<file path="src/verilog/bru_pkg.sv">
// Constants and carrier types for the byte rotate unit.
// Assumes a core decoder issuing one rotate command at a time.
// Overview of operation
// RQ1 - Memory left rotate, writeback, flags untouched.
// RQ2 - Left rotate into accumulator, memory kept.
// RQ3 - Nine-bit left rotate through carry, writeback.
// RQ4 - Carry left rotate into accumulator, carry updated.
// RQ5 - Memory right rotate, writeback, flags untouched.
// RQ6 - One read-modify-write; results visible next instruction.
package bru_pkg;
    localparam int DATA_W = 8;
    localparam int ADDR_W = 8;
    localparam logic [7:0] ACC_RESET = 8'h00;
    localparam logic       CARRY_RESET = 1'b0;
    localparam logic [7:0] ADDR_RESET = 8'h00;
    localparam logic [7:0] WDATA_RESET = 8'h00;

    // Rotate commands from the decoder.
    typedef enum logic [2:0] {
        OP_ROTATE_LEFT_MEM                   = 3'h0,
        OP_ROTATE_LEFT_INTO_ACCUMULATOR      = 3'h1,
        OP_ROTATE_LEFT_CARRY_MEM             = 3'h2,
        OP_ROTATE_LEFT_CARRY_INTO_ACCUMULATOR = 3'h3,
        OP_ROTATE_RIGHT_MEM                  = 3'h4
    } bru_op_type;

    // Request from the decoder.
    typedef struct packed {
        bru_op_type        op;
        logic [ADDR_W-1:0] addr;
    } bru_req_type;

    // Sequencer states, one-hot.
    typedef enum logic [3:0] {
        ST_IDLE  = 4'b0001,
        ST_READ  = 4'b0010,
        ST_WAIT  = 4'b0100,
        ST_WRITE = 4'b1000
    } bru_state_type;
endpackage

</file>
<file path="src/verilog/byte_rotate_unit.sv">
// Top of the byte rotate unit: sequences one memory read per command, with a writeback only for memory-destination rotates.
// Assumes a synchronous data memory with one cycle read latency on mclk.
`timescale 1ns/1ps
module byte_rotate_unit (
    input  wire logic                mclk,
    input  wire logic                rst_n,
    input  wire logic                reqValid,
    input  bru_pkg::bru_req_type     req,
    output logic                     busy,
    output logic                     done,
    output logic                     memRead,
    output logic                     memWrite,
    output logic [7:0]               memAddr,
    output logic [7:0]               memWdata,
    input  wire logic [7:0]          memRdata,
    output logic [7:0]               acc,
    output logic                     carry
);
    import bru_pkg::*;

    bru_state_type state_reg;
    bru_op_type    op_reg;
    logic [7:0]    rotResult;
    logic          rotCarry;
    logic          rotToMem;

    // Rotation arithmetic on the byte returned by memory.
    bru_rotator uRot (
        .operation (op_reg),
        .operand   (memRdata),
        .carryIn   (carry),
        .result    (rotResult),
        .carryOut  (rotCarry),
        .toMemory  (rotToMem)
    );

    // Sequencer: idle, issue read, take data, then finish.
    always_ff @(posedge mclk or negedge rst_n) begin
        if (!rst_n) begin
            state_reg <= ST_IDLE;
            op_reg    <= OP_ROTATE_LEFT_MEM;
        end else begin
            case (state_reg)
                ST_IDLE: begin
                    if (reqValid) begin
                        state_reg <= ST_READ;
                        op_reg    <= req.op;
                    end
                end
                ST_READ:  state_reg <= ST_WAIT;
                ST_WAIT:  state_reg <= ST_WRITE; // [RQ6]
                ST_WRITE: state_reg <= ST_IDLE;
                default:  state_reg <= ST_IDLE;
            endcase
        end
    end

    // Memory port: address latched at acceptance, one read then optional write.
    always_ff @(posedge mclk or negedge rst_n) begin
        if (!rst_n) begin
            memAddr  <= ADDR_RESET;
            memRead  <= 1'b0;
            memWrite <= 1'b0;
            memWdata <= WDATA_RESET;
        end else begin
            memRead  <= (state_reg == ST_IDLE) && reqValid; // [RQ6]
            memWrite <= (state_reg == ST_WAIT) && rotToMem; // [RQ1] [RQ3] [RQ5]
            if ((state_reg == ST_IDLE) && reqValid) begin
                memAddr <= req.addr;
            end
            if (state_reg == ST_WAIT) begin
                memWdata <= rotResult;
            end
        end
    end

    // Accumulator and carry; memory-destination rotates leave acc alone.
    always_ff @(posedge mclk or negedge rst_n) begin
        if (!rst_n) begin
            acc   <= ACC_RESET;
            carry <= CARRY_RESET;
        end else if (state_reg == ST_WAIT) begin
            if (!rotToMem) begin
                acc <= rotResult; // [RQ2] [RQ4]
            end
            carry <= rotCarry; // [RQ3] [RQ4]
        end
    end

    // Status: busy while sequencing, done pulses with the final cycle.
    always_ff @(posedge mclk or negedge rst_n) begin
        if (!rst_n) begin
            busy <= 1'b0;
            done <= 1'b0;
        end else begin
            busy <= ((state_reg == ST_IDLE) && reqValid) || (state_reg == ST_READ) || (state_reg == ST_WAIT);
            done <= (state_reg == ST_WAIT); // [RQ6]
        end
    end
endmodule // byte_rotate_unit

</file>
<file path="src/verilog/bru_rotator.sv">
// Combinational single-position rotator for the byte rotate unit.
// Assumes operand and carry are stable while the result is used.
`timescale 1ns/1ps
module bru_rotator (
    input  bru_pkg::bru_op_type operation,
    input  wire logic [7:0]     operand,
    input  wire logic           carryIn,
    output logic [7:0]          result,
    output logic                carryOut,
    output logic                toMemory
);
    import bru_pkg::*;

    // Selects the rotation and whether memory or accumulator receives it.
    always_comb begin
        result   = operand;
        carryOut = carryIn;
        toMemory = 1'b0;
        case (operation)
            OP_ROTATE_LEFT_MEM: begin
                result   = {operand[6:0], operand[7]}; // [RQ1]
                toMemory = 1'b1;
            end
            OP_ROTATE_LEFT_INTO_ACCUMULATOR: begin
                result = {operand[6:0], operand[7]}; // [RQ2]
            end
            OP_ROTATE_LEFT_CARRY_MEM: begin
                result   = {operand[6:0], carryIn}; // [RQ3]
                carryOut = operand[7];              // [RQ3]
                toMemory = 1'b1;
            end
            OP_ROTATE_LEFT_CARRY_INTO_ACCUMULATOR: begin
                result   = {operand[6:0], carryIn}; // [RQ4]
                carryOut = operand[7];              // [RQ4]
            end
            OP_ROTATE_RIGHT_MEM: begin
                result   = {operand[0], operand[7:1]}; // [RQ5]
                toMemory = 1'b1;
            end
            default: begin
                result = operand;
            end
        endcase
    end
endmodule // bru_rotator

</file>
<file path="config.mk">
export PLATFORM = sky130hd
export DESIGN_NAME = byte_rotate_unit
export DESIGN_NICKNAME = d
export VERILOG_FILES = /design/src/verilog/bru_pkg.sv /design/src/verilog/byte_rotate_unit.sv /design/src/verilog/bru_rotator.sv
export SDC_FILE = /design/constraint.sdc
export NUM_CORES = 1
export LEC_CHECK = 0
export ABC_AREA = 1
export BUFFER_PORTS_ARGS = -buffer_cell sky130_fd_sc_hd__buf_4
export CAP_MARGIN = 15
export CORE_MARGIN = 4
export CORE_UTILIZATION = 50
export CTS_BUF_LIST = sky130_fd_sc_hd__clkbuf_4
export CTS_CLUSTER_DIAMETER = 50
export DETAILED_ROUTE_END_ITERATION = 10
export GPL_TIMING_DRIVEN = 0
export PLACE_DENSITY = 0.86
export SKIP_LAST_GASP = 1
export SLEW_MARGIN = 20
export SYNTH_ARGS = -nofsm -noshare
export SYNTH_HDL_FRONTEND = slang
export SYNTH_SLANG_ARGS = --single-unit
</file>
<file path="constraint.sdc">
create_clock -name mclk -period 1.6 [get_ports mclk]
set_input_delay 0.16 -clock mclk [delete_from_list [all_inputs] [get_ports mclk]]
set_output_delay 0.16 -clock mclk [all_outputs]
set_load 0.02 [all_outputs]
</file>
# Word level (Yosys, flattened, before mapping)

Cells that the tools add are included.

Equality and inequality tests: 8
Multiplexer cells: 4
Bitwise operators: 1
Reduce and logical (&&, ||, !) cells: 11

Operators with widths:

| cell                 | number |
|---|---|
| $pmux W8 S3          | 1 |
| $pmux W4 S3          | 1 |
| $eq A3 B2 Y1 const B | 2 |
| $reduce_and A2 Y1    | 3 |
| $eq A4 B1 Y1 const B | 1 |
| $eq A4 B2 Y1 const B | 1 |
| $eq A4 B3 Y1 const B | 1 |
| $mux W4              | 1 |
| $reduce_or A2 Y1     | 2 |
| $eq A3 B1 Y1 const B | 1 |
| $eq A3 B3 Y1 const B | 1 |
| $logic_not A3 Y1     | 1 |
| $reduce_or A3 Y1     | 1 |
| $logic_and A1 B1 Y1  | 2 |
| $logic_or A1 B1 Y1   | 2 |
| $ne A2 B2 Y1 const B | 1 |
| $mux W1              | 1 |
| $not A1 Y1           | 1 |

Register bits: 36
Input port bits: 22
Output and inout bits: 29
Word-level logic and storage cells: 34

# Longest topological paths before layout

Gate-level depths: netlist of the first run.

Depth in word-level cells: 5
Depth in mapped cells: 6
Mapped depth without buffers: 6

# Modules after synthesis

Synthesis of the first run repeated with hierarchy kept, for this count alone.

Cell total of the unflattened synthesis: 195
Area total of the unflattened synthesis: 1691.6 µm²

Modules (own cells, without submodules):

| module           | times used | cells an instance | area an instance (µm²) | sequential area each (µm²) |
|---|---|---|---|---|
| byte_rotate_unit | 1          | 148               | 1443.9                 | 902.1 |
| bru_rotator      | 1          | 47                | 247.7                  | 0.0 |

# Least setup slack after synthesis of the first run

Ideal clock, no wire load.

Path kind: flip-flop to flip-flop
Start point: register state_reg[0]
End point: register memWdata[0]
Setup time: 0.118 ns
Arrival time: 1.020 ns
Data required time: 1.482 ns
Setup slack: 0.462 ns
Cell stages (with the launch flop): 6
Path buffers: 0
Period minus slack after synthesis: 1.138 ns
Cells stage by stage: dfstp_2 > nor2_2 > nand3_2 > clkinv_1 > nand2_1 > nand2_1

Longest elaborated chain between the ends: 1

Ends and longest elaborated chain:

| item                   | RTL line               | RTL |
|---|---|---|
| start, declared        | byte_rotate_unit.sv:21 | `bru_state_type state_reg;` |
| start signal, assigned | byte_rotate_unit.sv:40 | `state_reg <= ST_IDLE;` |
| start signal, assigned | byte_rotate_unit.sv:46 | `state_reg <= ST_READ;` |
| start signal, assigned | byte_rotate_unit.sv:50 | `ST_READ: state_reg <= ST_WAIT;` |
| $eq A4 B3 Y1           | byte_rotate_unit.sv:71 | `if (state_reg == ST_WAIT) begin` |
| end signal, assigned   | byte_rotate_unit.sv:72 | `memWdata <= rotResult;` |
| end, declared          | byte_rotate_unit.sv:14 | `output logic [7:0] memWdata,` |

Every way passes these cells.
A chain may end at the register's enable or synchronous reset.

# Worst setup path in the final report of the first run

Start point: register state_reg[0]
End point: register memWdata[2]

Same word-level chain as after synthesis.

==> results.md, run 1 <==
- Average footprint of a synthesized cell: 8.76 µm²
- Unrepaired setup endpoints after global routing: false
- Die area: 4200 µm²
- Number of global-route vias before repair: 1248
- Unique cell type count in the Yosys netlist: 20
- Seq/Total Area, Yosys: 56.0%
- Min Hold Slack: 0.00842 ns
- Worst Hold Class: input pin to register
- Number of cells upsized or downsized after cts: 0
- Overflow left after global routing: 0
- Core Rows: 20
- Max-capacitance violation count: 0
- Die Ht: 64.8 µm
- Register bit count reported by yosys: 36
- Areal power density over the cells: 1950 nW/µm²
- Final Hold Fails: 0
- Data arrival, critical path: 1.54 ns
- TritonRoute pass-1 iters: 4
- Detailed-route DRC error count: 0
- Switch share: 43.3%
- Area grow syn2layout: 30.8%
- Routed WL: 3.53 mm
- CP startpoint kind: register
- Vias after detailed routing: 1366
- Routability-driven placement congestion ratio: 0.863
- DIE WIDTH: 64.8 µm
- Hold_buf cts: 1
- Inserted Diodes: 0
- Switching power: 1.78 mW
- Detailed router's first-iteration violation count: 52
- Total number of clock tree sinks: 36
- Share of post-route cells with drive strength above 1: 32.9%
- Leakage: 1.12 nW
- Power share of the clock group: 11.7%
- Clock buffer count from CTS: 5
- Count of buffers inserted at the top-level ports: 50
- Antenna violation net count after detailed routing: 0
- Top flop regs: acc: 8 flops, memAddr: 8 flops, memWdata: 8 flops
- Critical path start-end classification: register to register
- Clock skew after layout: 0.00771 ns
- Count of nets after finishing: 264
- Portion of total power attributed to combinational logic: 51.0%
- Post-Place Cell Area: 2040 µm²
- Peak VDD IR: 1090 µV
- Max-slew violation total from the final report: 0
- Element type at the critical path end: register
- Combined area of all synthesized cells: 1610 µm²
- Final-report setup violation count: 0
- Summed negative setup slack over all endpoints: 0 ns
- I/O pins: 51
- Total routing usage reported by global routing: 18.8%
- Global-route wire length before repair: 5.87 mm
- Required time of the critical path: 1.84 ns
- Post-Syn Instances: 184
- Antenna violations before repair: 0
- Post-CTS setup repair buffer count: 0
- Largest net degree at the start of global routing: 37
- Core Util, Final: 68.5%
- Highest clock frequency the design can meet: 768 MHz
- Post-layout minimum cycle time: 1.30 ns
- Maximum level of the CTS H-tree: 2
- Core Box Area: 3080 µm²
- Sequential share of power: 37.3%
- Initial cell density of the core: 52.4%
- CTS clk-pin slew, worst paths: 0.10 ns
- Post-place setup slack: 0.315 ns
- Result of the run: completed
- Synthesis warning total: 0
- Worst-margin pin slew: 0.428 ns
- Remaining max-slew budget at the tightest pin: 71.5%
- CTS root buffer: clkbuf_4
- WL/cell: 12.3 µm
- Post-route cell area: 2110 µm²
- Cell internal pwr: 2.33 mW
- Ratio of final minimum period to clock period: 81.4%
- Detailed-placement wirelength estimate: 2.65 mm
- Crit path max fanout: 9
- Number of nets in the synthesized netlist: 206
- Final critical-path setup slack: 0.298 ns
- Worst-Skew Late Latency: 0.34 ns
- Max Buffers Root-to-Sink: 2
- Routed vias/inst: 4.76
- TritonCTS clock tree: yes
-- stage by stage --
stage          total power [mW]  std cells
4_1_cts                    4.14        287
3_3_place_gp               3.59        278
2_1_floorplan              2.83        184
5_1_grt                    4.42        287
6_report                   4.12        287
3_5_place_dp               3.66        278
-- cell usage in the layout, fill, tap and decap left out, drive strengths merged --
master	n
nand2	80
dfrtp	35
clkbuf	7
a21oi	1
dfstp	1
o21ai	12
inv	12
nand3	28
nor2	9
buf	54
clkinv	3
dlygate4sd3	1
-- final cells by class --
| class | count | area [µm²] |
|---|---|---|
| clock inverter | 1 | 3.75 |
| inverter | 14 | 52.6 |
| fill | 250 | 970 |
| buffer | 4 | 37.5 |
| multi-input combinational | 130 | 619 |
| timing repair buffer | 51 | 385 |
| clock buffer | 7 | 52.6 |
| sequential | 36 | 902 |
| tap | 44 | 55.1 |
-- cell families (layout without fill, tap and decap cells) --
logic type,after synthesis,count (layout),share of synthesized area (%)
AND/OR/NAND/NOR,117,117,34.2
flip-flops,36,36,56.0
buffers and inverters,18,77,5.59
AO/OA/AOI/OAI,13,13,4.27
-- synthesized netlist by cell type --
library cell / instances / area, µm²
a21oi_2: 1 / 8.76
buf_12: 1 / 20.0
buf_2: 2 / 10.0
buf_4: 1 / 7.51
clkinv_1: 2 / 7.51
dfrtp_1: 35 / 876
dfstp_2: 1 / 26.3
inv_1: 11 / 41.3
inv_2: 1 / 3.75
nand2_1: 71 / 267
nand2_2: 9 / 56.3
nand3_1: 26 / 130
nand3_2: 1 / 10.0
nand3_4: 1 / 17.5
nor2_1: 4 / 15.0
nor2_2: 2 / 12.5
nor2_4: 2 / 22.5
nor2_8: 1 / 20.0
o21ai_0: 11 / 55.1
o21ai_1: 1 / 5.00
-- final timing paths --
path,start,endpoint,slack [ns],depth (start not counted)
min reg2reg,acc[7],acc[7],0.49,2
max in group asynchronous,rst_n,state_reg[0],0.94,2
max reg2reg,state_reg[0],memWdata[2],0.30,5
min,req[0],memAddr[0],0.008,3
min in group asynchronous,rst_n,memWrite,0.33,2
max,state_reg[0],memWdata[2],0.30,5
-- metal layers --
layer  GRT usage [%]  routed length, µm  up-vias
met1            23.7               1470      604
li1                -                  -      704
met5               0                  0        -
met3            4.85                264        7
met2            29.8               1720       51
met4            9.50                 78        0
-- worst max-delay path, stage by stage, from the launching register on --
cell	delay, ns
dfstp_2	0.58
nor2_2	0.05
nand3_2	0.12
clkinv_1	0.24
nand2_1	0.14
nand2_1	0.06
-- power groups by stage --
stage / sequential, mW / clock, mW / combinational [mW]
floorplan: 1.94 / 0 / 0.891
detailed placement: 1.55 / 0 / 2.11
CTS: 1.53 / 0.493 / 2.12
global route: 1.59 / 0.539 / 2.29
finish: 1.53 / 0.482 / 2.10
global placement: 1.53 / 0 / 2.06
No activity file was read; power rests on OpenSTA's default activity.
==> run 2, diff against run 1 <==
==> constraint.sdc (replaced) <==
create_clock -name mclk -period 1.3 [get_ports mclk]
set_input_delay 0.13 -clock mclk [delete_from_list [all_inputs] [get_ports mclk]]
set_output_delay 0.13 -clock mclk [all_outputs]
set_load 0.02 [all_outputs]
==> run 2 against run 1 <==
Compared with the run above: final cell count rose by 3.8%; total power grew 25%; sequential cell count stayed put; hold slack improved by 0.0085 ns; wire length increased by 7.7%; non-clock buffer count increased by 11; largest power group unchanged.
==> results.md, run 2 (same netlist as run 1, synthesis figures left out) <==
- Switching power: 2.24 mW (was 1.78 mW)
- Final total power: 5.15 mW (was 4.12 mW)
- Worst Hold Class: input pin to register (unchanged)
- Highest metal layer used by the detailed router: met4 (unchanged)
- Reg2reg end: memAddr[1] (was memWdata[2])
- Largest net degree at the start of global routing: 37 (unchanged)
- Die Ht: 64.8 µm (unchanged)
- Unrepaired setup endpoints after global routing: true (was false)
- Max Buffers Root-to-Sink: 2 (unchanged)
- Min Hold Slack: 0.0170 ns (was 0.00842 ns)
- Hold path start: req[9] (was req[0])
- Initial cell density of the core: 52.4% (unchanged)
- Final critical-path setup slack: 0.0518 ns (was 0.298 ns)
- Clock buffer count from CTS: 5 (unchanged)
- Cell internal pwr: 2.91 mW (was 2.33 mW)
- Worst-margin pin slew: 0.423 ns (was 0.428 ns)
- Total of fill cells in the finished design: 235 (was 250)
- Critical path start-end classification: register to register (unchanged)
- Post-place setup slack: 0.0154 ns (was 0.315 ns)
- Path depth of the worst reg2reg path: 5 (unchanged)
- Required time of the critical path: 1.58 ns (was 1.84 ns)
- Worst-Skew Late Latency: 0.34 ns (about the same)
- WL/cell: 12.8 µm (was 12.3 µm)
- Detailed-route DRC error count: 0 (unchanged)
- TritonRoute pass-1 iters: 4 (unchanged)
- Peak VDD IR: 1450 µV (was 1090 µV)
- Portion of total power attributed to combinational logic: 51.5% (was 51.0%)
- Core Box Area: 3080 µm² (unchanged)
- I/O pins: 51 (unchanged)
- Routed WL: 3.81 mm (was 3.53 mm)
- Die area: 4200 µm² (unchanged)
- Max-slew violation total from the final report: 0 (unchanged)
- CP startpoint kind: register (unchanged)
- Highest clock frequency the design can meet: 801 MHz (was 768 MHz)
- Routability-driven placement congestion ratio: 0.863 (unchanged)
- Worst-path cell with the longest stage delay: dfstp_2 (unchanged)
- Total number of clock tree sinks: 36 (unchanged)
- CTS clk-pin slew, worst paths: 0.10 ns (about the same)
- Number of global-route vias before repair: 1315 (was 1248)
- Leading cell type in the layout, fill and taps excluded: nand2_1 (unchanged)
- Detailed-placement wirelength estimate: 2.65 mm (unchanged)
- Leakage: 1.17 nW (was 1.12 nW)
- Max-capacitance violation count: 0 (unchanged)
- Element type at the critical path end: register (unchanged)
- Result of the run: completed (unchanged)
- Antenna violation net count after detailed routing: 0 (unchanged)
- Post-route cell area: 2240 µm² (was 2110 µm²)
- WHS Path Cells: 3 (unchanged)
- Maximum level of the CTS H-tree: 2 (unchanged)
- Sequential share of power: 37.0% (was 37.3%)
- Count of buffers inserted at the top-level ports: 50 (unchanged)
- Reg-to-reg setup timing slack: 0.05 ns (was 0.30 ns)
- Met3 layer wire length in the routed design: 241 µm (was 264 µm)
- Routed vias/inst: 4.80 (was 4.76)
- Areal power density over the cells: 2300 nW/µm² (was 1950 nW/µm²)
- Final-report setup violation count: 0 (unchanged)
- Global-route wire length before repair: 6.18 mm (was 5.87 mm)
- CTS root buffer: clkbuf_4 (unchanged)
- Remaining max-slew budget at the tightest pin: 71.8% (was 71.5%)
- Clock skew after layout: 0.00863 ns (was 0.00771 ns)
- Area grow syn2layout: 38.7% (was 30.8%)
- Post-Place Cell Area: 2040 µm² (unchanged)
- Count of nets after finishing: 275 (was 264)
- DIE WIDTH: 64.8 µm (unchanged)
- Top flop regs: acc: 8 flops, memAddr: 8 flops, memWdata: 8 flops (unchanged)
- Met2 routed WL: 1.94 mm (was 1.72 mm)
- Total routing usage reported by global routing: 19.7% (was 18.8%)
- Ratio of final minimum period to clock period: 96.0% (was 81.4%)
- Post-Route M1 WL: 1.54 mm (was 1.47 mm)
- Antenna violations before repair: 0 (unchanged)
- Highest-count cells in the layout ignoring fill and taps: nand2_1, buf_4, dfrtp_1, nand3_1 (unchanged)
- Maximum cell stage delay along the critical path: 0.58 ns (about the same)
- Cell Chain, Critical Path: nand3_4, nor2_8, buf_12, nand2_2, nand2_1 (was nor2_2, nand3_2, clkinv_1, nand2_1, nand2_1)
- Final Hold Fails: 0 (unchanged)
- Switch share: 43.6% (was 43.3%)
- Share of post-route cells with drive strength above 1: 32.7% (was 32.9%)
- Crit path max fanout: 10 (was 9)
- Post-layout minimum cycle time: 1.25 ns (was 1.30 ns)
- TritonCTS clock tree: yes (unchanged)
- Detailed router's first-iteration violation count: 64 (was 52)
- Data arrival, critical path: 1.53 ns (was 1.54 ns)
- Power share of the clock group: 11.5% (was 11.7%)
- Hold path endpoint: op_reg[1] (was memAddr[0])
- Reg2reg start: state_reg[0] (unchanged)
- Inserted Diodes: 0 (unchanged)
- Overflow left after global routing: 0 (unchanged)
- Vias after detailed routing: 1431 (was 1366)
- Core Rows: 20 (unchanged)
-- run 2: cell types whose count changed in the layout (fill, tap and decap cells not counted) --
cell / previous run / this run
clkinvlp_4: 0 / 2
nor2_2: 2 / 1
nand3_2: 1 / 0
clkinv_1: 3 / 1
nor2_4: 2 / 3
nand3_4: 1 / 2
buf_4: 51 / 52
dlygate4sd3_1: 1 / 11
-- run 2: through the flow --
| step | instances | setup TNS (ns) | utilization, % |
|---|---|---|---|
| detailed placement | 278 | 0 | 66.3 |
| floorplan | 184 | 0 | - |
| finish | 298 | 0 | 72.6 |
| global route | 298 | -0.0327 | 72.6 |
| CTS | 297 | -0.00489 | 71.7 |
| global placement | 278 | 0 | 66.3 |
-- run 2: repair_timing --
item / 4_1_cts / 5_1_grt
endpoints found under the hold margin: 45 / 0
endpoints found under the setup margin: 2 / 21
pin swaps: 0 / 1
buffers inserted: 0 / 1
gates resized for setup: 0 / 4
hold buffers: 11 / 0
-- run 2: worst max-delay path, delay by kind of cell, from the launching register on --
family | cells | cell delay (ns)
buffers and inverters | 1 | 0.15
flip-flops | 1 | 0.58
AND/OR/NAND/NOR | 4 | 0.45
-- run 2: layer usage --
layer	vias to the layer above	track usage, %
met5	-	0
met4	0	9.50
met3	6	4.85
met2	50	31.5
met1	656	25.0
li1	719	-
-- run 2: power groups by stage --
stage / Combinational [mW] / Clock, mW / Sequential [mW]
2_1_floorplan: 1.10 / 0 / 2.39
3_3_place_gp: 2.53 / 0 / 1.89
3_5_place_dp: 2.59 / 0 / 1.91
4_1_cts: 2.63 / 0.607 / 1.89
5_1_grt: 2.88 / 0.663 / 1.97
6_report: 2.65 / 0.590 / 1.91
-- run 2: final cells by class --
class | count | area (µm²) | share of cell area (%)
tap | 44 | 55.1 | 2.46
buffer | 4 | 37.5 | 1.68
sequential | 36 | 902 | 40.3
timing repair buffer | 62 | 493 | 22.0
clock buffer | 7 | 52.6 | 2.35
multi-input combinational | 130 | 632 | 28.3
inverter | 14 | 60.1 | 2.69
clock inverter | 1 | 3.75 | 0.168
-- run 2: how the worst max path moves through the flow --
stage	start	end	slack (ns)	cells past startpoint
finish	state_reg[0]	memAddr[1]	0.05	5
global route	state_reg[0]	memAddr[7]	-0.01	5
CTS	state_reg[0]	memWdata[2]	-0.003	5
detailed placement	state_reg[0]	memWdata[2]	0.02	5
global placement	state_reg[0]	memWdata[4]	0.02	5
floorplan	state_reg[0]	memWdata[0]	0.16	5
==> run 3, diff against run 2 <==
--- a/config.mk
+++ b/config.mk
@@ -9,12 +9,13 @@
 export BUFFER_PORTS_ARGS = -buffer_cell sky130_fd_sc_hd__buf_4
 export CAP_MARGIN = 15
 export CORE_MARGIN = 4
-export CORE_UTILIZATION = 50
+export CORE_UTILIZATION = 45
 export CTS_BUF_LIST = sky130_fd_sc_hd__clkbuf_4
 export CTS_CLUSTER_DIAMETER = 50
 export DETAILED_ROUTE_END_ITERATION = 10
 export GPL_TIMING_DRIVEN = 0
-export PLACE_DENSITY = 0.86
+export PLACE_DENSITY = 0.79
+export SKIP_CTS_REPAIR_TIMING = 1
 export SKIP_LAST_GASP = 1
 export SLEW_MARGIN = 20
 export SYNTH_ARGS = -nofsm -noshare
==> constraint.sdc (replaced) <==
create_clock -name mclk -period 1.3 [get_ports mclk]
set_input_delay 0.065 -clock mclk [delete_from_list [all_inputs] [get_ports mclk]]
set_output_delay 0.065 -clock mclk [all_outputs]
set_load 0.02 [all_outputs]
==> run 3 against run 2 <==
Compared with the run above: the run now ends with negative hold slack left; final cell count rose by 1.7%; sequential cell count unchanged; register-to-register slack about the same; setup slack got worse by 0.0038 ns; sequential power hardly changed; largest cell class unchanged.
==> results.md, run 3 (same netlist as run 1, synthesis figures left out) <==
- Peak VDD IR: 1290 µV (was 1450 µV)
- Switching power: 2.22 mW (was 2.24 mW)
- Antenna violations before repair: 0 (unchanged)
- Sequential share of power: 36.9% (was 37.0%)
- Global-route wire length before repair: 5.52 mm (was 6.18 mm)
- Worst-margin pin slew: 0.439 ns (was 0.423 ns)
- Max-slew violation total from the final report: 0 (unchanged)
- Total number of clock tree sinks: 36 (unchanged)
- Data arrival, critical path: 1.53 ns (about the same)
- Hold path endpoint: carry (was op_reg[1])
- Detailed-route DRC error count: 0 (unchanged)
- Detailed-placement wirelength estimate: 2.58 mm (was 2.65 mm)
- Core Rows: 21 (was 20)
- Die Ht: 67.8 µm (was 64.8 µm)
- Top Usage Layer GRT: met2 (unchanged)
- Antenna violation net count after detailed routing: 0 (unchanged)
- Count of nets after finishing: 279 (was 275)
- Reg2reg end: memAddr[3] (was memAddr[1])
- Vias after detailed routing: 1411 (was 1431)
- Final Hold Fails: 1 (was 0)
- Areal power density over the cells: 2270 nW/µm² (was 2300 nW/µm²)
- Post-layout minimum cycle time: 1.25 ns (about the same)
- Routability-driven placement congestion ratio: 0.832 (was 0.863)
- Power share of the clock group: 10.2% (was 11.5%)
- Hold path start: memRdata[7] (was req[9])
- Worst-Skew Late Latency: 0.33 ns (was 0.34 ns)
- Die area: 4600 µm² (was 4200 µm²)
- DIE WIDTH: 67.8 µm (was 64.8 µm)
- TritonCTS clock tree: yes (unchanged)
- WL/cell: 12.3 µm (was 12.8 µm)
- Worst Hold Class: input pin to register (unchanged)
- Leakage: 1.18 nW (was 1.17 nW)
- Count of buffers inserted at the top-level ports: 50 (unchanged)
- Remaining max-slew budget at the tightest pin: 70.7% (was 71.8%)
- Max-capacitance violation count: 0 (unchanged)
- Required time of the critical path: 1.57 ns (was 1.58 ns)
- CTS root buffer: clkbuf_4 (unchanged)
- Inserted Diodes: 0 (unchanged)
- Path depth of the worst reg2reg path: 5 (unchanged)
- Overflow left after global routing: 0 (unchanged)
- Violated checks: negative hold slack
- Crit path max fanout: 10 (unchanged)
- Maximum level of the CTS H-tree: 2 (unchanged)
- Number of global-route vias before repair: 1235 (was 1315)
- Highest-count cells in the layout ignoring fill and taps: nand2_1, buf_4, dfrtp_1, nand3_1, dlygate4sd3_1 (was nand2_1, buf_4, dfrtp_1, nand3_1)
- Routed WL: 3.74 mm (was 3.81 mm)
- Clock buffer count from CTS: 5 (unchanged)
- Clock skew after layout: 0.0120 ns (was 0.00863 ns)
- Core Box Area: 3390 µm² (was 3080 µm²)
- Global-route track usage on met1: 20.6% (was 25.0%)
- Element type at the critical path end: register (unchanged)
- Result of the run: finished, violations left (was completed)
- Cell internal pwr: 2.90 mW (was 2.91 mW)
- CP startpoint kind: register (unchanged)
- Core Util, Final: 66.8% (was 72.6%)
- Switch share: 43.4% (was 43.6%)
- WHS Path Cells: 3 (unchanged)
- Met2 track demand over resource: 25.6% (was 31.5%)
- Largest net degree at the start of global routing: 37 (unchanged)
- Top flop regs: acc: 8 flops, memAddr: 8 flops, memWdata: 8 flops (unchanged)
- Area grow syn2layout: 40.5% (was 38.7%)
- Detailed router's first-iteration violation count: 81 (was 64)
- Leading cell type in the layout, fill and taps excluded: nand2_1 (unchanged)
- Ratio of final minimum period to clock period: 96.3% (was 96.0%)
- CTS clk-pin slew, worst paths: 0.10 ns (about the same)
- Critical path start-end classification: register to register (unchanged)
- Max Buffers Root-to-Sink: 2 (unchanged)
- Routing usage on met3: 4.76% (was 4.85%)
- Share of post-route cells with drive strength above 1: 33.9% (was 32.7%)
- Initial cell density of the core: 47.5% (was 52.4%)
- Unrepaired setup endpoints after global routing: true (unchanged)
- I/O pins: 51 (unchanged)
- Beginning of the critical path: state_reg[0] (unchanged)
- Reg-to-reg setup timing slack: 0.05 ns (about the same)
- TritonRoute pass-1 iters: 4 (unchanged)
- Total of fill cells in the finished design: 286 (was 235)
- Final-report setup violation count: 0 (unchanged)
- Total routing usage reported by global routing: 16.0% (was 19.7%)
- Portion of total power attributed to combinational logic: 52.9% (was 51.5%)
- Highest clock frequency the design can meet: 799 MHz (was 801 MHz)
- Routed vias/inst: 4.66 (was 4.80)
- Min Hold Slack: -0.0149 ns (was 0.0170 ns)
- Reg2reg start: state_reg[0] (unchanged)
==> run 3: changes by cell type in the layout (fill, tap and decap cells not counted), sizes merged <==
cell         previous run  this run
dlygate4sd3            11        12
buf                    55        58
clkinv                  1         2
clkbuf                  7         5
==> run 3: how the worst max path moves through the flow <==
stage / slack (ns) / end
after floorplan: 0.16 / memWdata[0]
after global placement: -0.01 / memWdata[2]
after detailed placement: 0.001 / memWdata[2]
after CTS: -0.009 / memWdata[0]
after global routing: -0.03 / memAddr[1]
final: 0.05 / memAddr[3]
==> run 3: cell type report <==
cell class	count	area (µm²)	share of cell area (%)
sequential	36	903	39.9
multi-input combinational	130	632	27.9
timing repair buffer	66	526	23.2
inverter	14	62.6	2.76
tap	46	57.6	2.54
clock buffer	5	37.5	1.66
buffer	4	37.5	1.66
clock inverter	2	7.51	0.332
==> run 3: worst max-delay path, stage by stage, from the launching register on <==
cell and delay [ns]:
dfstp_2 0.58, nand3_4 0.15, nor2_8 0.19, buf_12 0.15, nand2_2 0.05, nand2_1 0.07
==> run 3: stage by stage <==
| step | setup TNS, ns | setup WS, ns | total power, mW | std cells | cell area [µm²] |
|---|---|---|---|---|---|
| after floorplan | 0 | 0.162 | 3.48 | 184 | 1610 |
| after global placement | -0.0350 | -0.0110 | 4.44 | 280 | 2040 |
| after detailed placement | 0 | 0.000961 | 4.49 | 280 | 2040 |
| after CTS | -0.0102 | -0.00879 | 5.01 | 287 | 2090 |
| after global routing | -0.175 | -0.0287 | 5.51 | 303 | 2260 |
| final | 0 | 0.0481 | 5.13 | 303 | 2260 |
==> run 3: power groups by stage <==
stage	logic, mW	registers [mW]	clock network (mW)
final	2.71	1.89	0.522
after global routing	2.97	1.95	0.592
after CTS	2.59	1.89	0.534
after detailed placement	2.58	1.91	0
after global placement	2.55	1.89	0
after floorplan	1.10	2.39	0
==> run 3: routing by layer <==
| layer | wire length [µm] | vias to the layer above | part of all wire [%] |
|---|---|---|---|
| met3 | 190 | 6 | 5.1 |
| met1 | 1650 | 644 | 44 |
| met5 | 0 | - | 0 |
| li1 | - | 730 | - |
| met4 | 63 | 0 | 1.7 |
| met2 | 1830 | 31 | 49 |
